## config.mk

```make
export PLATFORM = sky130hd
export DESIGN_NAME = sdc_controller
export DESIGN_NICKNAME = d
export VERILOG_FILES = /design/src/rtl/sdc_bank_table.v /design/src/rtl/sdc_controller.v
export VERILOG_INCLUDE_DIRS = /design/src /design/src/rtl
export SDC_FILE = /design/constraint.sdc
export NUM_CORES = 1
export LEC_CHECK = 0
export BUFFER_PORTS_ARGS = -buffer_cell sky130_fd_sc_hd__buf_2
export CORE_ASPECT_RATIO = 0.8
export CORE_MARGIN = 3
export CORE_UTILIZATION = 46
export DETAILED_ROUTE_END_ITERATION = 10
export PLACE_DENSITY_LB_ADDON = 0.05
export SLEW_MARGIN = 20
export SYNTH_ARGS = -nofsm -noshare
export SYNTH_HDL_FRONTEND = slang
export SYNTH_HIERARCHICAL = 1
export SYNTH_SLANG_ARGS = --single-unit
```

## constraint.sdc

```tcl
create_clock -name clock_i -period 3.8 [get_ports clock_i]
set_input_delay 0.19 -clock clock_i [delete_from_list [all_inputs] [get_ports clock_i]]
set_output_delay 0.19 -clock clock_i [all_outputs]
set_load 0.02 [all_outputs]
```

## src/rtl/sdc_defines.vh

```
`ifndef SDC_DEFINES_VH
`define SDC_DEFINES_VH

// ****************************************
// Time base
// ****************************************
`define SDC_CLK_NS 10
`define SDC_CK_HALF 4
`define SDC_CK_PER 8
`define SDC_SLOT_PH 3'h4

// ****************************************
// Command codes {cs_n, ras_n, cas_n, we_n}
// ****************************************
`define SDC_CMD_NOP 4'h7
`define SDC_CMD_DES 4'hf
`define SDC_CMD_ACT 4'h3
`define SDC_CMD_RD 4'h5
`define SDC_CMD_WR 4'h4
`define SDC_CMD_PRE 4'h2
`define SDC_CMD_REF 4'h1
`define SDC_CMD_ZQ 4'h6

// ****************************************
// Address field positions
// ****************************************
`define SDC_AUTO_PRECHARGE_SELECT_BIT 10
`define SDC_BURST_SELECT_BIT 12

// ****************************************
// Timing, least times round up, longest round down
// ****************************************
`define SDC_ROW_PRECHARGE_TIME_NS 15
`define SDC_ROW_PRECHARGE_CYC ((`SDC_ROW_PRECHARGE_TIME_NS + `SDC_CLK_NS - 1) / `SDC_CLK_NS)
`define SDC_ACT_TO_ACCESS_NS 15
`define SDC_ACT_TO_ACCESS_CYC ((`SDC_ACT_TO_ACCESS_NS + `SDC_CLK_NS - 1) / `SDC_CLK_NS)
`define SDC_WRITE_RECOVERY_NS 15
`define SDC_WRITE_RECOVERY_CYC ((`SDC_WRITE_RECOVERY_NS + `SDC_CLK_NS - 1) / `SDC_CLK_NS)
`define SDC_REFRESH_CYCLE_TIME_NS 260
`define SDC_REFRESH_CYCLE_CYC ((`SDC_REFRESH_CYCLE_TIME_NS + `SDC_CLK_NS - 1) / `SDC_CLK_NS)
`define SDC_SR_EXIT_NS 270
`define SDC_SR_EXIT_CYC ((`SDC_SR_EXIT_NS + `SDC_CLK_NS - 1) / `SDC_CLK_NS)
`define SDC_AVERAGE_REFRESH_INTERVAL_NS 7800
`define SDC_AVERAGE_REFRESH_INTERVAL_CYC (`SDC_AVERAGE_REFRESH_INTERVAL_NS / `SDC_CLK_NS)
`define SDC_HOT_REFRESH_INTERVAL_NS 3900
`define SDC_HOT_REFRESH_INTERVAL_CYC (`SDC_HOT_REFRESH_INTERVAL_NS / `SDC_CLK_NS)
`define SDC_INIT_CALIBRATION_WINDOW_CK 512
`define SDC_INIT_CALIBRATION_CYC (`SDC_INIT_CALIBRATION_WINDOW_CK * `SDC_CK_PER)
`define SDC_OPERATIONAL_CALIBRATION_WINDOW_CK 256
`define SDC_OPERATIONAL_CALIBRATION_CYC (`SDC_OPERATIONAL_CALIBRATION_WINDOW_CK * `SDC_CK_PER)
`define SDC_SHORT_CALIBRATION_WINDOW_CK 64
`define SDC_SHORT_CALIBRATION_CYC (`SDC_SHORT_CALIBRATION_WINDOW_CK * `SDC_CK_PER)

// ****************************************
// Refresh posting and data latency
// ****************************************
`define SDC_POST_MAX 4'h8
`define SDC_WRITE_LATENCY_CK 5
`define SDC_READ_LATENCY_CK 6
`define SDC_WR_LAT_CYC (`SDC_CK_HALF + `SDC_WRITE_LATENCY_CK * `SDC_CK_PER - 2)
`define SDC_RD_LAT_CYC (`SDC_CK_HALF + `SDC_READ_LATENCY_CK * `SDC_CK_PER + 4)

`endif

```

## src/rtl/sdc_bank_table.v

```verilog
`timescale 1ns/1ps

module sdc_bank_table (
	// Clock and reset
	input wire clock_i,
	input wire rst_i,
	// Lookup port
	input wire [2:0] rd_bank_i,
	output reg rd_open_o,
	output reg [15:0] rd_row_o,
	output wire any_open_o,
	// Update port
	input wire wr_en_i,
	input wire clr_all_i,
	input wire [2:0] wr_bank_i,
	input wire wr_open_i,
	input wire [15:0] wr_row_i
);

	reg [7:0] open_q;
	reg [15:0] row_mem [0:7];
	genvar g;

	// ****************************************
	// Open flags per bank
	// ****************************************
	generate
		for (g = 0; g < 8; g = g + 1) begin : g_bank
			always @(posedge clock_i) begin
				if (rst_i || clr_all_i) begin
					open_q[g] <= 1'b0;
				end else if (wr_en_i && wr_bank_i == g) begin
					open_q[g] <= wr_open_i;
				end
			end
		end
	endgenerate

	// Row store, written on activate
	always @(posedge clock_i) begin
		if (wr_en_i && wr_open_i) begin
			row_mem[wr_bank_i] <= wr_row_i;
		end
	end

	// Registered lookup
	always @(posedge clock_i) begin
		if (rst_i) begin
			rd_open_o <= 1'b0;
			rd_row_o <= 16'h0000;
		end else begin
			rd_open_o <= open_q[rd_bank_i];
			rd_row_o <= row_mem[rd_bank_i];
		end
	end

	assign any_open_o = |open_q;

endmodule

```

## src/rtl/sdc_controller.v

```verilog
// Overview of operation
// RL1 - Long calibration at init, optional later
// RL2 - Wait init or operational calibration window
// RL3 - Short calibration needs sixty-four clock window
// RL4 - Activate opens row in selected bank
// RL5 - Precharge bank before opening another row
// RL6 - Low column bits give burst start
// RL7 - Address bit ten selects auto precharge
// RL8 - Burst bit high eight beats, low four
// RL9 - Read burst always runs to completion
// RL10 - Read decode: select low, column strobe
// RL11 - Write decode: like read, write enable low
// RL12 - Byte mask high leaves byte untouched
// RL13 - Write only to bank with open row
// RL14 - Precharge bit ten high closes all
// RL15 - Reaccess bank only after precharge time
// RL16 - Precharge of idle bank is no-op
// RL17 - Activate idle bank before any access
// RL18 - Refresh ignores address, issued each time
// RL19 - Refresh average interval 7.8 or 3.9us
// RL20 - Only no-operation until refresh cycle ends
// RL21 - At most eight refreshes postponed
// RL22 - At most sixteen refreshes per two intervals
// RL23 - Commands sampled on rising link clock
// RL24 - Track open state and row per bank
`timescale 1ns/1ps
`include "sdc_defines.vh"

module sdc_controller (
	// Clock and reset
	input wire clock_i,
	input wire rst_i,
	// User request
	input wire req_valid_i,
	input wire req_write_i,
	input wire [2:0] req_bank_i,
	input wire [15:0] req_row_i,
	input wire [9:0] req_col_i,
	input wire req_chop_i,
	input wire req_autopre_i,
	input wire [63:0] wr_data_i,
	input wire [7:0] wr_mask_i,
	output wire req_ready_o,
	// Read return
	output reg [63:0] rd_data_o,
	output reg rd_valid_o,
	// Maintenance
	input wire hot_i,
	input wire sr_req_i,
	input wire zql_req_i,
	input wire zqs_req_i,
	output reg zq_ack_o,
	output reg init_done_o,
	output reg sr_active_o,
	// Memory pins
	output reg ck_o,
	output reg ck_n_o,
	output reg cke_o,
	output wire cs_n_o,
	output wire ras_n_o,
	output wire cas_n_o,
	output wire we_n_o,
	output reg [2:0] ba_o,
	output reg [15:0] a_o,
	output reg [7:0] dq_o,
	output reg dq_oe_o,
	output reg dm_o,
	input wire [7:0] dq_i
);

	localparam [2:0] ST_ZQI = 3'h0;
	localparam [2:0] ST_IDLE = 3'h1;
	localparam [2:0] ST_SR = 3'h2;
	localparam [15:0] TRP_C = `SDC_ROW_PRECHARGE_CYC;
	localparam [15:0] TRCD_C = `SDC_ACT_TO_ACCESS_CYC;
	localparam [15:0] REFRESH_CYCLE_TIME_C = `SDC_REFRESH_CYCLE_CYC;
	localparam [15:0] TXS_C = `SDC_SR_EXIT_CYC;
	localparam [15:0] AVERAGE_REFRESH_INTERVAL_C = `SDC_AVERAGE_REFRESH_INTERVAL_CYC;
	localparam [15:0] AVERAGE_REFRESH_INTERVAL_HOT_C = `SDC_HOT_REFRESH_INTERVAL_CYC;
	localparam [15:0] ZQINIT_C = `SDC_INIT_CALIBRATION_CYC;
	localparam [15:0] ZQOPER_C = `SDC_OPERATIONAL_CALIBRATION_CYC;
	localparam [15:0] SHORT_IMPEDANCE_CALIBRATION_C = `SDC_SHORT_CALIBRATION_CYC;
	localparam [15:0] GAP_C = `SDC_WRITE_RECOVERY_CYC + `SDC_ROW_PRECHARGE_CYC;
	localparam [15:0] WRLAT_C = `SDC_WR_LAT_CYC;
	localparam [15:0] RDLAT_C = `SDC_RD_LAT_CYC;
	localparam [15:0] HALF_C = `SDC_CK_HALF;

	// Column address with auto precharge and burst select
	function [15:0] col_addr;
		input [9:0] col;
		input autopre;
		input chop;
		begin
			col_addr = {3'h0, ~chop, 1'b0, autopre, col};
		end
	endfunction

	reg [2:0] div_q;
	reg [2:0] look_q;
	reg [2:0] state_q;
	reg [15:0] wait_q;
	reg [15:0] ri_q;
	reg [3:0] owed_q;
	reg [3:0] cmd_q;
	reg [7:0] s1_q, s2_q, s3_q, dq_s_q;
	reg eng_busy_q, eng_wr_q, eng_last_q;
	reg [15:0] eng_cnt_q;
	reg [2:0] eng_idx_q;
	reg [2:0] eng_end_q;
	reg [63:0] eng_data_q;
	reg [7:0] eng_mask_q;
	reg [63:0] rd_buf_q;
	wire bt_open, any_open;
	wire [15:0] bt_row;
	reg tb_en, tb_clr, tb_open;
	wire slot, ready, need_ref, maint, hit, access_go, ref_go;

	// ****************************************
	// Link clock divider and command slots
	// ****************************************
	// Pins change at the falling edge, device samples on the rising one
	always @(posedge clock_i) begin
		if (rst_i) begin
			div_q <= 3'h0;
			look_q <= 3'h0;
			ck_o <= 1'b1;
			ck_n_o <= 1'b0;
		end else begin
			div_q <= div_q + 3'h1;
			look_q <= req_bank_i;
			ck_o <= (div_q[2] == 1'b0); // [RL23]
			ck_n_o <= (div_q[2] == 1'b1);
		end
	end

	assign slot = (div_q == `SDC_SLOT_PH);
	// Table lookup lags one cycle, so wait until it shows the requested bank
	assign ready = slot && (wait_q == 16'h0000) && !eng_busy_q && (look_q == req_bank_i); // [RL24]
	assign need_ref = (owed_q == `SDC_POST_MAX); // [RL21]
	assign maint = need_ref || sr_req_i || zql_req_i || zqs_req_i || (owed_q != 4'h0 && !req_valid_i);
	assign hit = bt_open && (bt_row == req_row_i);
	assign access_go = ready && (state_q == ST_IDLE) && !maint && req_valid_i && hit; // [RL13]
	assign ref_go = ready && (state_q == ST_IDLE) && maint && !any_open && !sr_req_i
		&& (need_ref || !(zql_req_i || zqs_req_i)) && owed_q != 4'h0;
	assign req_ready_o = access_go;
	assign {cs_n_o, ras_n_o, cas_n_o, we_n_o} = cmd_q;

	// Per-bank open state and row
	sdc_bank_table u_bank_table (
		.clock_i(clock_i),
		.rst_i(rst_i),
		.rd_bank_i(req_bank_i),
		.rd_open_o(bt_open),
		.rd_row_o(bt_row),
		.any_open_o(any_open),
		.wr_en_i(tb_en),
		.clr_all_i(tb_clr),
		.wr_bank_i(req_bank_i),
		.wr_open_i(tb_open),
		.wr_row_i(req_row_i)
	);

	// Bank table updates follow the issued command
	always @* begin
		tb_en = 1'b0;
		tb_clr = 1'b0;
		tb_open = 1'b0;
		if (ready && state_q == ST_IDLE) begin
			if (maint) begin
				tb_clr = any_open; // [RL24]
			end else if (req_valid_i) begin
				tb_en = !hit || req_autopre_i; // [RL24]
				tb_open = !bt_open;
			end
		end
	end

	// ****************************************
	// Refresh interval and posting count
	// ****************************************
	always @(posedge clock_i) begin
		if (rst_i) begin
			ri_q <= 16'h0000;
			owed_q <= 4'h0;
		end else begin
			if (state_q == ST_IDLE) begin
				ri_q <= (ri_q >= (hot_i ? AVERAGE_REFRESH_INTERVAL_HOT_C : AVERAGE_REFRESH_INTERVAL_C) - 16'h0001) ? 16'h0000 : ri_q + 16'h0001; // [RL19]
			end
			// Owed count never passes eight, so no more than 16 per two intervals
			if (state_q == ST_IDLE && ri_q == 16'h0000 && !ref_go && owed_q != `SDC_POST_MAX) begin
				owed_q <= owed_q + 4'h1; // [RL21] [RL22]
			end else if (ref_go && !(state_q == ST_IDLE && ri_q == 16'h0000)) begin
				owed_q <= owed_q - 4'h1; // [RL22]
			end
		end
	end

	// ****************************************
	// Command sequencer
	// ****************************************
	always @(posedge clock_i) begin
		if (rst_i) begin
			state_q <= ST_ZQI;
			wait_q <= 16'h0000;
			cmd_q <= `SDC_CMD_DES;
			cke_o <= 1'b1;
			ba_o <= 3'h0;
			a_o <= 16'h0000;
			zq_ack_o <= 1'b0;
			init_done_o <= 1'b0;
			sr_active_o <= 1'b0;
		end else begin
			zq_ack_o <= 1'b0;
			if (wait_q != 16'h0000) begin
				wait_q <= wait_q - 16'h0001;
			end
			if (slot) begin
				cmd_q <= `SDC_CMD_NOP; // [RL20]
			end
			if (ready) begin
				case (state_q)
					ST_ZQI: begin
						cmd_q <= `SDC_CMD_ZQ; // [RL1]
						a_o <= 16'h0400;
						wait_q <= ZQINIT_C; // [RL2]
						state_q <= ST_IDLE;
					end
					ST_IDLE: begin
						init_done_o <= 1'b1;
						if (maint && any_open) begin
							cmd_q <= `SDC_CMD_PRE; // [RL14] [RL16]
							a_o <= 16'h0400;
							wait_q <= TRP_C; // [RL15]
						end else if (ref_go) begin
							cmd_q <= `SDC_CMD_REF; // [RL18]
							wait_q <= REFRESH_CYCLE_TIME_C; // [RL20]
						end else if (maint && sr_req_i) begin
							cmd_q <= `SDC_CMD_REF;
							cke_o <= 1'b0;
							sr_active_o <= 1'b1;
							state_q <= ST_SR; // [RL21]
						end else if (maint && zql_req_i) begin
							cmd_q <= `SDC_CMD_ZQ; // [RL1]
							a_o <= 16'h0400;
							wait_q <= ZQOPER_C; // [RL2]
							zq_ack_o <= 1'b1;
						end else if (maint && zqs_req_i) begin
							cmd_q <= `SDC_CMD_ZQ;
							a_o <= 16'h0000;
							wait_q <= SHORT_IMPEDANCE_CALIBRATION_C; // [RL3]
							zq_ack_o <= 1'b1;
						end else if (req_valid_i && !bt_open) begin
							cmd_q <= `SDC_CMD_ACT; // [RL4] [RL17]
							ba_o <= req_bank_i;
							a_o <= req_row_i;
							wait_q <= TRCD_C;
						end else if (req_valid_i && !hit) begin
							cmd_q <= `SDC_CMD_PRE; // [RL5] [RL14]
							ba_o <= req_bank_i;
							a_o <= 16'h0000;
							wait_q <= TRP_C; // [RL15]
						end else if (access_go) begin
							cmd_q <= req_write_i ? `SDC_CMD_WR : `SDC_CMD_RD; // [RL10] [RL11]
							ba_o <= req_bank_i;
							a_o <= col_addr(req_col_i, req_autopre_i, req_chop_i); // [RL6] [RL7] [RL8]
							wait_q <= req_autopre_i ? GAP_C : 16'h0000; // [RL15]
						end
					end
					ST_SR: begin
						if (!sr_req_i) begin
							cke_o <= 1'b1;
							sr_active_o <= 1'b0;
							wait_q <= TXS_C;
							state_q <= ST_IDLE;
						end
					end
					default: begin
						state_q <= ST_IDLE;
					end
				endcase
			end
		end
	end

	// ****************************************
	// Data pin sampling
	// ****************************************
	// A bit changes once the second and third stages agree
	genvar g;
	generate
		for (g = 0; g < 8; g = g + 1) begin : g_dq
			always @(posedge clock_i) begin
				if (rst_i) begin
					s1_q[g] <= 1'b0;
					s2_q[g] <= 1'b0;
					s3_q[g] <= 1'b0;
					dq_s_q[g] <= 1'b0;
				end else begin
					s1_q[g] <= dq_i[g];
					s2_q[g] <= s1_q[g];
					s3_q[g] <= s2_q[g];
					if (s2_q[g] == s3_q[g]) begin
						dq_s_q[g] <= s3_q[g];
					end
				end
			end
		end
	endgenerate

	// ****************************************
	// Burst data engine
	// ****************************************
	always @(posedge clock_i) begin
		if (rst_i) begin
			eng_busy_q <= 1'b0;
			eng_wr_q <= 1'b0;
			eng_last_q <= 1'b0;
			eng_cnt_q <= 16'h0000;
			eng_idx_q <= 3'h0;
			eng_end_q <= 3'h0;
			eng_data_q <= 64'h0;
			eng_mask_q <= 8'h00;
			rd_buf_q <= 64'h0;
			rd_data_o <= 64'h0;
			rd_valid_o <= 1'b0;
			dq_o <= 8'h00;
			dq_oe_o <= 1'b0;
			dm_o <= 1'b0;
		end else begin
			rd_valid_o <= 1'b0;
			if (access_go) begin
				eng_busy_q <= 1'b1;
				eng_wr_q <= req_write_i;
				eng_last_q <= 1'b0;
				eng_cnt_q <= req_write_i ? WRLAT_C : RDLAT_C;
				eng_idx_q <= 3'h0;
				eng_end_q <= req_chop_i ? 3'h3 : 3'h7; // [RL8]
				eng_data_q <= wr_data_i;
				eng_mask_q <= wr_mask_i;
			end else if (eng_busy_q && eng_cnt_q != 16'h0000) begin
				eng_cnt_q <= eng_cnt_q - 16'h0001;
			end else if (eng_busy_q && eng_last_q) begin
				eng_busy_q <= 1'b0;
				dq_oe_o <= 1'b0;
				rd_valid_o <= !eng_wr_q; // [RL9]
				rd_data_o <= rd_buf_q;
			end else if (eng_busy_q) begin
				// One beat per half link clock, burst never cut short
				if (eng_wr_q) begin
					dq_o <= eng_data_q[8 * eng_idx_q +: 8];
					dm_o <= eng_mask_q[eng_idx_q]; // [RL12]
					dq_oe_o <= 1'b1;
				end else begin
					rd_buf_q[8 * eng_idx_q +: 8] <= dq_s_q;
				end
				eng_idx_q <= eng_idx_q + 3'h1;
				eng_last_q <= (eng_idx_q == eng_end_q); // [RL9]
				eng_cnt_q <= HALF_C - 16'h0001;
			end
		end
	end

endmodule

```

# [Word-level counts from Yosys, hierarchy flattened]
# Memory sizes are Yosys's and may differ from the RTL's. A register that Yosys moved wholly into a read port is not among the register bits.
# Index checks and enable logic that the tools add are counted.
[classes] addsub=9 magnitude_cmp=3 eq_ne=32 shift=3 muxes=85 bitwise_logic=13 reduce_logical=85
[op_table] op="two-way mux 16 bit" n=24
[op_table] op="bitwise mux 64 bit" n=1
[op_table] op="variable shift 8 x 34 -> 64 bit (first input constant)" n=1
[op_table] op="variable part select 64 x 7 -> 8 bit" n=1
[op_table] op="variable part select 8 x 34 -> 64 bit" n=1
[op_table] op="two-way mux 4 bit" n=12
[op_table] op="one-hot mux 16 bit (3 select lines)" n=1
[op_table] op="logical AND 1 bit" n=35
[op_table] op="negator 6 -> 34 bit" n=1
[op_table] op="zero test 16 bit" n=2
[op_table] op="one-hot mux 16 bit (2 select lines)" n=1
[op_table] op="nonzero test 16 bit" n=2
[op_table] op="subtractor 16 x 1 -> 16 bit (second input constant)" n=2
[op_table] op="two-way mux 1 bit" n=29
[op_table] op="two-way mux 3 bit" n=9
[op_table] op="AND reduction 5 bit" n=4
[op_table] op="adder 16 x 1 -> 16 bit (second input constant)" n=1
[op_table] op="== test 16 bit" n=1
[op_table] op="greater-or-equal comparator 16 bit" n=1
[op_table] op="== test 3 bit (second input constant)" n=5
[op_table] op="NOT 1 bit" n=13
[op_table] op="nonzero test 2 bit" n=6
[op_table] op="zero test 1 bit" n=11
[op_table] op="subtractor 10 x 1 -> 11 bit (second input constant)" n=1
[op_table] op="34 further kinds" n=65
[word_totals] regBits=351 ramBits=128 in_bits=119 output_inout_bits=105 word_cells=301 memories=1
[memory_table] name="u_bank_table.row_mem" depth=8 width=16 read_ports=1 rd_clocked_by_memory_dff=1 wr=1 line="sdc_bank_table.v:21" rtl="reg [15:0] row_mem [0:7];"

# [Logic depth before layout (Yosys ltp)]
# Gate-level depths: netlist (run 1).
[depth] ltp_word=19 depth_mapped=13 depth_no_buf=13

# [Hierarchy]
# Netlist (run 1), hierarchy kept.
[modules_own_cells] module="sdc_controller" n_inst=1 cells_each=1628 area_each_um2=14351.3 seq_area_each_um2=6806.5
[modules_own_cells] module="sdc_bank_table" n_inst=1 cells_each=276 area_each_um2=5690.5 seq_area_each_um2=4344.2

# [Least setup slack after synthesis (run 1)]
# OpenSTA, ideal clock, no wires.
[synth_timing] path_type="register to register" startpoint="register div_q[0]" endpoint="memory u_bank_table.row_mem[0][0], enable pin" setup_ns=0.390 t_arrival_ns=3.226 slack_ns=0.184 path_stages_with_launch=9 path_buffers=0 synth_period_minus_slack_ns=3.616 path_cell_list="dfxtp_1 inv_1 ha_1 nand3b_1 or4_1 or4_1 a211oi_1 or3b_1 nor2_1"
[synth_via] elab_chain_len=9 word_cells_on_any_way=10
[synth_lines] element="start, declared" line="sdc_controller.v:98" rtl="reg [2:0] div_q;"
[synth_lines] element="start signal, assigned" line="sdc_controller.v:129" rtl="div_q <= div_q + 3'h1;"
[synth_lines] element="== test 3 bit (no source line)"
[synth_lines] element="logical AND 1 bit (3 in series)" line="sdc_controller.v:138" rtl="assign ready = slot && (wait_q == 16'h0000) && !eng_busy_q && (look_q == req_bank_i);"
[synth_lines] element="logical AND 1 bit" line="sdc_controller.v:168" rtl="if (ready && state_q == ST_IDLE) begin"
[synth_lines] element="two-way mux 1 bit" line="sdc_controller.v:168"
[synth_lines] element="net tb_en" line="sdc_controller.v:115" rtl="reg tb_en, tb_clr, tb_open;"
[synth_lines] element="logical AND 1 bit" line="sdc_bank_table.v:41" rtl="if (wr_en_i && wr_open_i) begin"
[synth_lines] element="two-way mux 1 bit" line="sdc_bank_table.v:41"
[synth_lines] element="two-way mux 1 bit (not written as such)" line="sdc_bank_table.v:42" rtl="row_mem[wr_bank_i] <= wr_row_i;"
[synth_lines] element="end, declared" line="sdc_bank_table.v:21"
# The timed path passes the listed nets, and every way through them passes these cells.

# [Worst setup path after layout (run 1)]
[layout_timing] startpoint="register div_q[0]" endpoint="memory u_bank_table.row_mem[1][4], enable pin"
# Same word-level chain as after synthesis.

==> impl_metrics.py, run 1 <==
metrics = {
    "status": {
        "status": "finished clean",
    },
    "logic_synthesis": {
        "netlist.area_leader.share_pct": 36.5,
        "synth_nets": 2043,
        "yosysTopAreaCell": "dfxtp_1",
        "synth_common_cells": "365 x dfxtp_1, 269 x nand2_1, 213 x nor2_1",
        "synth_edf_count": 128,
        "synthCells": 1904,
        "async_flop_share_pct": 0,
        "yosysWarnings": 6,
        "yosys.cell_types.count": 75,
        "synth_seq_cells": 493,
        "synth_most_common_cell": "dfxtp_1",
        "synth_area_per_cell_um2": 10.5,
        "seq_area_frac_synth_pct": 55.6,
        "synth-main-ff-cell": "dfxtp_1",
        "yosys-top-cells-area": "dfxtp_1 36%, edfxtp_1 19%, mux2i_1 5.8%",
        "syn_area_mm2": 0.0200,
    },
    "min_path": {
        "min_path_cells": 3,
        "hp-class": "in -> reg",
    },
    "worst_setup_path": {
        "worstSetupEndpoint": "u_bank_table/row_mem[1][4]",
        "critPathMaxFanout": 16,
        "crit_path_start_kind": "flop",
        "cpLargestDelayFamily": "simple AND/OR/NAND/NOR gates",
        "crit_arrival_ns": 3.88,
        "startpoint": "div_q[0]",
        "reg2regPathDepth": 10,
        "end_kind": "flop",
        "critPathBufInv": 3,
        "critical_path.cell_chain": "inv_1, ha_1, nand3b_1, or4_1, or4_1, a211oi_2, or3b_1, or2_2, inv_1, buf_12",
        "crit_path_max_incr_delay_ns": 0.65,
        "worst-path-stages": 10,
        "r2r-start": "div_q[0]",
        "reg2reg_to": "u_bank_table/row_mem[1][4]",
        "cpMaxStageDelayCell": "or4_1",
        "required_ns": 4.08,
        "crit_type": "reg -> reg",
        "reg2reg_slack_ns": 0.20,
    },
    "sta": {
        "finClkSkew_ns": 0.0171,
        "finalMaxSlewViolations": 0,
        "fmax_mhz": 278,
        "tns_ns": 0,
        "hold_viol_final": 0,
        "worst_pin_slew_ns": 0.961,
        "finalWorstPathRequiredPeriod_ns": 3.60,
        "whs_ns": 0.115,
        "fin_crit_sh_pct": 94.7,
        "setup_viol": 0,
        "slew_headroom_pct": 35.3,
        "rsz0062_at_grt": "false",
    },
    "floorplan": {
        "coreArea_mm2": 0.0424,
        "initial_utilization_pct": 47.2,
        "die_h_um": 193,
        "std_cell_rows": 67,
        "fp.dieW_um": 239,
        "pin_count": 224,
        "dieArea_mm2": 0.0461,
    },
    "clocking": {
        "clock-sinks": 493,
        "clock_tree.root_cell": "clkbuf_16",
        "ctsHtreeMaxLevel": 2,
        "clk_pin_slew_ns": 0.06,
        "clockBufferDepth": 3,
        "insertion_delay_ns": 0.57,
        "cts_tree": "done",
        "cts_buffers": 49,
    },
    "pwr": {
        "intPower_mw": 9.26,
        "vdd_drop_max_v": 0.000499,
        "power_density_mw_per_mm2": 491,
        "clkPwrFrac_pct": 43.7,
        "pwr-share-comb_pct": 10.1,
        "p_leak_nw": 9.25,
        "seqPwrFrac_pct": 46.2,
        "p_sw_mw": 2.84,
        "switching_share_pct": 23.5,
    },
    "run": {
        "drv_cap": 0,
    },
    "drt": {
        "drt_iter0_markers": 1020,
        "vias": 15000,
        "vias_per_cell": 5.35,
        "drc": 0,
        "routedWlPerCell_um": 18.4,
        "antenna_left": 0,
        "dr.pass1.iters": 5,
        "routed_wirelength_um": 51600,
    },
    "global_routing": {
        "grt_overflow": 0,
        "grt_pass1_wl_um": 81400,
        "antenna_found_initial": 1,
        "grt_max_degree": 104,
        "grt_pass1_vias": 14500,
        "grt_use_total_pct": 22.1,
    },
    "finish": {
        "area_delta_synth_final_pct": 22.8,
        "drive_gt1_share_pct": 19.3,
        "fillers": 3607,
        "fin_area_mm2": 0.0246,
        "nets": 2354,
    },
    "place": {
        "place_area_mm2": 0.0216,
        "port_buffers": 223,
        "gp_congestion": 0.875,
        "detailed_place_hpwl_um": 33500,
    },
}
worst min path at each step:
stage / startpoint / to / slack [ns]
6_report: zqs_req_i / zq_ack_o / 0.12
5_1_grt: rst_i / div_q[0] / 0.13
4_1_cts: zqs_req_i / zq_ack_o / 0.08
3_5_place_dp: dq_i[3] / s1_q[3] / 0.42
3_3_place_gp: dq_i[3] / s1_q[3] / 0.41
2_1_floorplan: req_chop_i / eng_end_q[2] / 0.29
layout by cell type, fill, tap and decap left out, types with 5 or more instances in the layout:
master / netlist / final
nand2_1: 269 / 269
buf_2: 17 / 222
or2_2: 10 / 10
and2_1: 10 / 10
clkbuf_8: 0 / 10
nand4_1: 17 / 17
dlygate4sd3_1: 0 / 116
o21ai_0: 26 / 26
a311oi_2: 11 / 11
clkbuf_1: 79 / 7
edfxtp_1: 128 / 128
bufinv_16: 0 / 8
nor3_1: 32 / 32
buf_4: 1 / 31
clkinv_2: 0 / 5
nor2_1: 213 / 213
clkbuf_16: 0 / 52
ha_1: 19 / 19
mux2i_1: 117 / 117
mux4_2: 49 / 49
or3_1: 12 / 12
inv_1: 30 / 30
clkinv_1: 0 / 5
buf_12: 2 / 5
nor4_1: 20 / 20
a22oi_1: 5 / 5
dfxtp_1: 365 / 364
nor2b_1: 31 / 31
nand3_1: 70 / 69
a21o_1: 6 / 6
a21oi_1: 191 / 191
nand2b_1: 12 / 12
a31oi_1: 9 / 9
and3_1: 8 / 7
xor2_1: 18 / 18
xnor2_1: 28 / 28
sequential cells by signal (all words and copies together) (netlist names), 8 cells and up:
signal and cells:
eng_mask_q 8, dq_s_q 8, dq_o 8, u_bank_table/open_q 8, a_o 16, s1_q 8, wait_q 16, u_bank_table/row_mem 128
s3_q 8, eng_data_q 64, s2_q 8, u_bank_table/rd_row_o 16, rd_data_o 64, eng_cnt_q 16, rd_buf_q 64, ri_q 16
routing by layer:
| layer | vias up | GRT usage, % | routed length [um] |
|---|---|---|---|
| met5 | - | 0 | 8 |
| met4 | 2 | 4.90 | 918 |
| met3 | 70 | 4.57 | 2900 |
| met2 | 393 | 34.5 | 23100 |
| met1 | 7193 | 31.9 | 24700 |
| li1 | 7351 | - | - |
timing repair:
action / in CTS / in global routing
buffers inserted: 0 / 0
gates resized for setup: 0 / 3
setup endpoints to repair: 0 / 79
endpoints found under the hold margin: 226 / 0
hold buffers: 116 / 0
kinds of logic after synthesis:
| logic type | Yosys count | synth area share, % |
|---|---|---|
| AND/OR/NAND/NOR | 740 | 17.1 |
| flip-flops | 493 | 55.6 |
| AO/OA/AOI/OAI | 290 | 8.75 |
| multiplexers | 169 | 11.7 |
| buffers and inverters | 146 | 3.50 |
| XOR/XNOR | 46 | 2.01 |
| adder cells (fa/ha/maj) | 20 | 1.29 |
tightest hold or removal path: stages:
cell,delay (ns)
buf_2,0.14
nor2_1,0.20
nor3_1,0.10
metrics by stage:
stage | worst slack [ns] | power [mW] | utilization (%) | instances
3_5_place_dp | 0.220 | 6.81 | 51.0 | 2600
6_report | 0.201 | 12.1 | 58.0 | 2806
4_1_cts | 0.170 | 12.2 | 57.9 | 2805
5_1_grt | 0.0783 | 12.6 | 58.0 | 2805
2_1_floorplan | 0.184 | 6.45 | - | 1904
3_3_place_gp | 0.241 | 6.81 | 51.0 | 2600
cell type report:
cell class | instances | area, um^2 | area share, %
Multi-Input combinational cell | 1265 | 8230 | 33.5
Tap cell | 552 | 691 | 2.81
Clock buffer | 69 | 1470 | 5.95
Antenna cell | 1 | 2.50 | 0.0102
Clock inverter | 20 | 323 | 1.31
Timing Repair Buffer | 376 | 2630 | 10.7
Sequential cell | 493 | 11200 | 45.3
Inverter | 30 | 113 | 0.458
power groups by stage:
| stage | combinational, mW | sequential [mW] | clock (mW) |
|---|---|---|---|
| CTS | 1.21 | 5.58 | 5.42 |
| global placement | 1.12 | 5.69 | 0 |
| detailed placement | 1.11 | 5.70 | 0 |
| finish | 1.22 | 5.59 | 5.28 |
| floorplan | 0.771 | 5.68 | 0 |
| global route | 1.35 | 5.60 | 5.64 |
No activity file was read; power rests on OpenSTA's default activity.
==> run 2: changes to the inputs <==
==> constraint.sdc (replaced) <==
create_clock -name clock_i -period 4.2 [get_ports clock_i]
set_input_delay 0.21 -clock clock_i [delete_from_list [all_inputs] [get_ports clock_i]]
set_output_delay 0.21 -clock clock_i [all_outputs]
set_load 0.02 [all_outputs]
==> run 2 against run 1 <==
Net effect:
- global-route usage fell by 0.14 points
- die area unchanged
- wire length down 1.1%
- final cell count shrank 0.18%
- first-iteration DRC count is the same
- count of clock-buffer cells in the layout fell by 4
- combinational power decreased by 12%
- setup slack improved by 0.21 ns
- utilization fell by 0.33 points
- sequential cell count unchanged
- critical path type unchanged
- largest power group unchanged
==> impl_metrics.py, run 2 (synthesis results as in run 1) <==
metrics = {
    "drt": {
        "routedWlPerCell_um": 18.2,
        "drc": 0,
        "drt_iter0_markers": 1020,
        "routed_wirelength_um": 51100,
        "vias": 14900,
        "antenna_left": 0,
        "dr.pass1.iters": 5,
        "vias_per_cell": 5.33,
    },
    "sta": {
        "worst_pin_slew_ns": 0.856,
        "finalWorstPathRequiredPeriod_ns": 3.79,
        "finClkSkew_ns": 0.0167,
        "rsz0062_at_grt": "false",
        "hold_viol_final": 0,
        "tns_ns": 0,
        "slew_headroom_pct": 42.9,
        "fmax_mhz": 264,
        "fin_crit_sh_pct": 90.3,
        "setup_viol": 0,
        "setup_ws_ns": 0.407,
        "whs_ns": 0.110,
        "finalMaxSlewViolations": 0,
    },
    "clocking": {
        "post_cts_buffers": 0,
        "clockBufferDepth": 3,
        "insertion_delay_ns": 0.58,
        "clock_tree.root_cell": "clkbuf_16",
        "clock-sinks": 493,
        "cts_resized": 0,
        "hold_buffers": 113,
        "clk_pin_slew_ns": 0.06,
        "ctsHtreeMaxLevel": 2,
        "cts_tree": "done",
        "cts_buffers": 49,
    },
    "pwr": {
        "p_total_mw": 10.9,
        "seqPwrFrac_pct": 46.4,
        "switching_share_pct": 23.7,
        "clkPwrFrac_pct": 43.9,
        "power_density_mw_per_mm2": 446,
        "intPower_mw": 8.33,
        "pwr-share-comb_pct": 9.8,
        "p_sw_mw": 2.59,
        "p_leak_nw": 9.16,
        "vdd_drop_max_v": 0.000295,
    },
    "finish": {
        "mostFrequentLayoutCell": "dfxtp_1",
        "fillers": 3636,
        "final_cell_mix": "364 x dfxtp_1, 269 x nand2_1, 222 x buf_2",
        "nets": 2345,
        "largest_reg_flops": 128,
        "utilization_pct": 57.7,
        "drive_gt1_share_pct": 19.2,
        "fin_area_mm2": 0.0245,
        "area_delta_synth_final_pct": 22.1,
        "instances_no_fill": 2801,
        "top_register": "u_bank_table/row_mem",
    },
    "global_routing": {
        "antenna_found_initial": 2,
        "grt_pass1_wl_um": 80700,
        "grt_overflow": 0,
        "grt_pass1_vias": 14700,
        "grt_use_total_pct": 22.0,
        "grt_max_degree": 113,
    },
    "worst_setup_path": {
        "critPathMaxFanout": 32,
        "end_kind": "flop",
        "critical_path.cell_chain": "inv_1, ha_1, nor4b_1, nand3_1, nor3_2, nand2b_1, a311oi_4, buf_4, nor2_1, a311oi_2, dlygate4sd3_1",
        "cpMaxStageDelayCell": "dlygate4sd3_1",
        "required_ns": 4.72,
        "crit_arrival_ns": 4.31,
        "crit_path_max_incr_delay_ns": 0.58,
        "reg2regPathDepth": 11,
        "crit_path_start_kind": "flop",
        "crit_type": "reg -> reg",
    },
    "run": {
        "drv_cap": 0,
    },
    "floorplan": {
        "std_cell_rows": 67,
        "die_h_um": 193,
        "initial_utilization_pct": 47.2,
        "fp.dieW_um": 239,
        "dieArea_mm2": 0.0461,
        "coreArea_mm2": 0.0424,
        "pin_count": 224,
    },
    "place": {
        "detailed_place_hpwl_um": 33000,
        "place_area_mm2": 0.0216,
        "dp_cells": 2594,
        "port_buffers": 223,
        "dp_slack_ns": 0.510,
        "gp_congestion": 0.872,
    },
    "min_path": {
        "hp-class": "in -> reg",
        "min_path_cells": 2,
    },
    "status": {
        "status": "finished clean",
    },
}
-- run 2: routing by layer --
layer / vias to the layer above / track usage (%) / part of all wire [%]
met5: - / 0 / 0
met3: 65 / 4.13 / 5.5
met4: 0 / 5.16 / 1.7
li1: 7310 / - / -
met2: 335 / 33.9 / 44
met1: 7206 / 32.2 / 49
-- run 2: worst paths after layout --
| kind | start | endpoint | slack [ns] |
|---|---|---|---|
| max | wait_q[0] | a_o[5] | 0.41 |
| min | rst_i | sr_active_o | 0.11 |
| max reg2reg | wait_q[0] | a_o[5] | 0.41 |
| min reg2reg | s1_q[6] | s2_q[6] | 0.44 |
-- run 2: layout make-up --
type,count,area [um^2],area share [%]
flip-flops and latches,493,11200,45.6
multi-input cells,1265,8210,33.6
repair buffers,367,2530,10.3
clock buffers,65,1360,5.54
well taps,552,691,2.82
clock inverters,27,415,1.70
inverters,30,113,0.460
diodes,2,5.00,0.0205
-- run 2: power groups by stage --
stage	clock network, mW	logic, mW	registers [mW]
2_1_floorplan	0	0.698	5.14
5_1_grt	5.09	1.17	5.07
3_3_place_gp	0	0.960	5.15
3_5_place_dp	0	0.971	5.16
4_1_cts	4.91	1.06	5.06
6_report	4.79	1.07	5.06
-- run 2: critical path, delay by kind of cell, from the launching register on --
| family | cells | cell delay [ns] |
|---|---|---|
| AOI/OAI and AO/OA | 2 | 0.54 |
| and+or+nand+nor | 5 | 1.59 |
| adders and majority gates | 1 | 0.18 |
| buffers and inverters | 3 | 1.11 |
| DFF | 1 | 0.31 |
==> run 3: changes to the inputs <==
--- a/config.mk
+++ b/config.mk
@@ -10,8 +10,10 @@
 export CORE_ASPECT_RATIO = 0.8
 export CORE_MARGIN = 3
 export CORE_UTILIZATION = 46
+export CTS_CLUSTER_SIZE = 8
 export DETAILED_ROUTE_END_ITERATION = 10
 export PLACE_DENSITY_LB_ADDON = 0.05
+export RECOVER_POWER = 50
 export SLEW_MARGIN = 20
 export SYNTH_ARGS = -nofsm -noshare
 export SYNTH_HDL_FRONTEND = slang
==> run 3 against run 2 <==
Net effect:
- the run now ends with capacitance limit, slew limit left
- non-clock buffer count fell by 1
- count of clock-buffer cells in the layout rose by 28
- sequential cell count did not move
- combinational power barely moved
- first-iteration DRC count fell by 10%
- total power rose by 2.5%
==> impl_metrics.py, run 3 (synthesis results as in run 1) <==
metrics = {
    "status": {
        "status": "finished, violations left",
        "violations": "capacitance limit, slew limit",
    },
    "worst_setup_path": {
        "end_kind": "flop",
        "critPathMaxFanout": 32,
        "required_ns": 4.72,
        "crit_path_max_incr_delay_ns": 0.61,
        "crit_arrival_ns": 4.31,
        "crit_path_start_kind": "flop",
        "critical_path.cell_chain": "inv_1, ha_1, nor4b_1, nand3_1, nor3_2, nand2b_1, a311oi_4, buf_4, nor2_1, a311oi_2, dlygate4sd3_1",
        "cpMaxStageDelayCell": "dlygate4sd3_1",
        "critPathBufInv": 3,
        "crit_type": "reg -> reg",
        "cpLargestDelayFamily": "simple AND/OR/NAND/NOR gates",
    },
    "place": {
        "dp_slack_ns": 0.510,
        "detailed_place_hpwl_um": 33000,
        "place_area_mm2": 0.0216,
        "dp_cells": 2594,
        "port_buffers": 223,
        "gp_congestion": 0.872,
    },
    "sta": {
        "fmax_mhz": 264,
        "setup_viol": 0,
        "finalWorstPathRequiredPeriod_ns": 3.79,
        "finalMaxSlewViolations": 253,
        "fin_crit_sh_pct": 90.2,
        "hold_viol_final": 0,
        "setup_ws_ns": 0.410,
        "rsz0062_at_grt": "false",
        "tns_ns": 0,
        "slew_headroom_pct": -83.7,
        "finClkSkew_ns": 0.0215,
        "worst_pin_slew_ns": 2.76,
    },
    "finish": {
        "largest_reg_flops": 128,
        "area_delta_synth_final_pct": 21.9,
        "mostFrequentLayoutCell": "dfxtp_1",
        "instances_no_fill": 2805,
        "fin_area_mm2": 0.0244,
        "fillers": 3693,
        "top_register": "u_bank_table/row_mem",
        "final_cell_mix": "364 x dfxtp_1, 269 x nand2_1, 213 x nor2_1",
        "nets": 2366,
        "drive_gt1_share_pct": 13.5,
    },
    "clocking": {
        "hold_buffers": 112,
        "post_cts_buffers": 0,
        "clock_tree.root_cell": "clkbuf_16",
        "clockBufferDepth": 3,
        "clk_pin_slew_ns": 0.05,
        "cts_resized": 0,
        "insertion_delay_ns": 0.59,
        "clock-sinks": 493,
        "cts_tree": "done",
        "cts_buffers": 71,
        "ctsHtreeMaxLevel": 3,
    },
    "global_routing": {
        "grt_max_degree": 113,
        "grt_overflow": 0,
        "grt_pass1_vias": 14900,
        "grt_pass1_wl_um": 81600,
        "antenna_found_initial": 2,
        "grt_use_total_pct": 22.4,
    },
    "pwr": {
        "vdd_drop_max_v": 0.000326,
        "p_leak_nw": 8.71,
        "p_total_mw": 11.2,
        "power_density_mw_per_mm2": 458,
    },
    "drt": {
        "drc": 0,
        "routedWlPerCell_um": 18.4,
        "routed-wl-met2_um": 22600,
        "drt_iter0_markers": 916,
        "vias_per_cell": 5.38,
        "wl_met3_um": 2850,
        "highest_layer": "met4",
        "dr.pass1.iters": 5,
        "m1WireLength_um": 24900,
        "antenna_left": 0,
        "routed_wirelength_um": 51500,
        "vias": 15100,
    },
    "floorplan": {
        "die_h_um": 193,
        "pin_count": 224,
        "std_cell_rows": 67,
        "fp.dieW_um": 239,
        "dieArea_mm2": 0.0461,
        "initial_utilization_pct": 47.2,
        "coreArea_mm2": 0.0424,
    },
    "min_path": {
        "hp-class": "in -> reg",
    },
    "run": {
        "drv_cap": 3,
    },
}
[run 3: changes by cell type in the layout (fill, tap and decap cells not counted), moves of 3 or more]
cell | before | now
clkinv_1 | 3 | 0
clkinv_2 | 7 | 1
clkbuf_2 | 0 | 3
bufinv_16 | 10 | 0
clkbuf_1 | 9 | 141
clkbuf_8 | 7 | 0
buf_2 | 222 | 102
clkinvlp_4 | 3 | 0
clkbuf_16 | 49 | 73
[run 3: worst paths after layout]
check	from	end	slack, ns	cells past startpoint
worst max-delay path	wait_q[0]	a_o[5]	0.41	11
worst max register to register	wait_q[0]	a_o[5]	0.41	11
worst min register to register	s1_q[6]	s2_q[6]	0.43	1
worst min-delay path	zqs_req_i	zq_ack_o	0.14	3
[run 3: metal layers]
metal	track usage, %	vias to the layer above
met1	32.1	7320
met5	0	-
met2	33.9	333
li1	-	7357
met4	6.11	0
met3	5.54	82
[run 3: cell type report]
type / count / area, um^2 / area share [%]
repair buffers: 366 / 2340 / 9.57
inverters: 30 / 113 / 0.461
diodes: 2 / 5.00 / 0.0205
clock inverters: 4 / 46.3 / 0.190
multi-input cells: 1265 / 8180 / 33.5
flip-flops and latches: 493 / 11200 / 45.7
well taps: 552 / 691 / 2.83
clock buffers: 93 / 1900 / 7.79
[run 3: power breakdown]
part / leakage, nW / switching (mW) / internal [mW] / total, mW
registers: 4.10 / 0.102 / 4.97 / 5.08
clock network: 0.945 / 1.94 / 3.12 / 5.05
logic: 3.66 / 0.591 / 0.464 / 1.06
total: 8.71 / 2.63 / 8.55 / 11.2
[run 3: through the flow]
step | hold WS, ns | utilization (%)
detailed placement | 0.422 | 50.8
global placement | 0.418 | 50.8
global route | 0.126 | 57.6
CTS | 0.0990 | 58.1
floorplan | 0.306 | -
finish | 0.136 | 57.6
[run 3: worst register-to-register path, stage by stage (launching register included)]
cell	delay [ns]
dfxtp_1	0.31
inv_1	0.09
ha_1	0.18
nor4b_1	0.44
nand3_1	0.31
nor3_2	0.50
nand2b_1	0.20
a311oi_4	0.29
buf_4	0.44
nor2_1	0.12
a311oi_2	0.25
dlygate4sd3_1	0.61
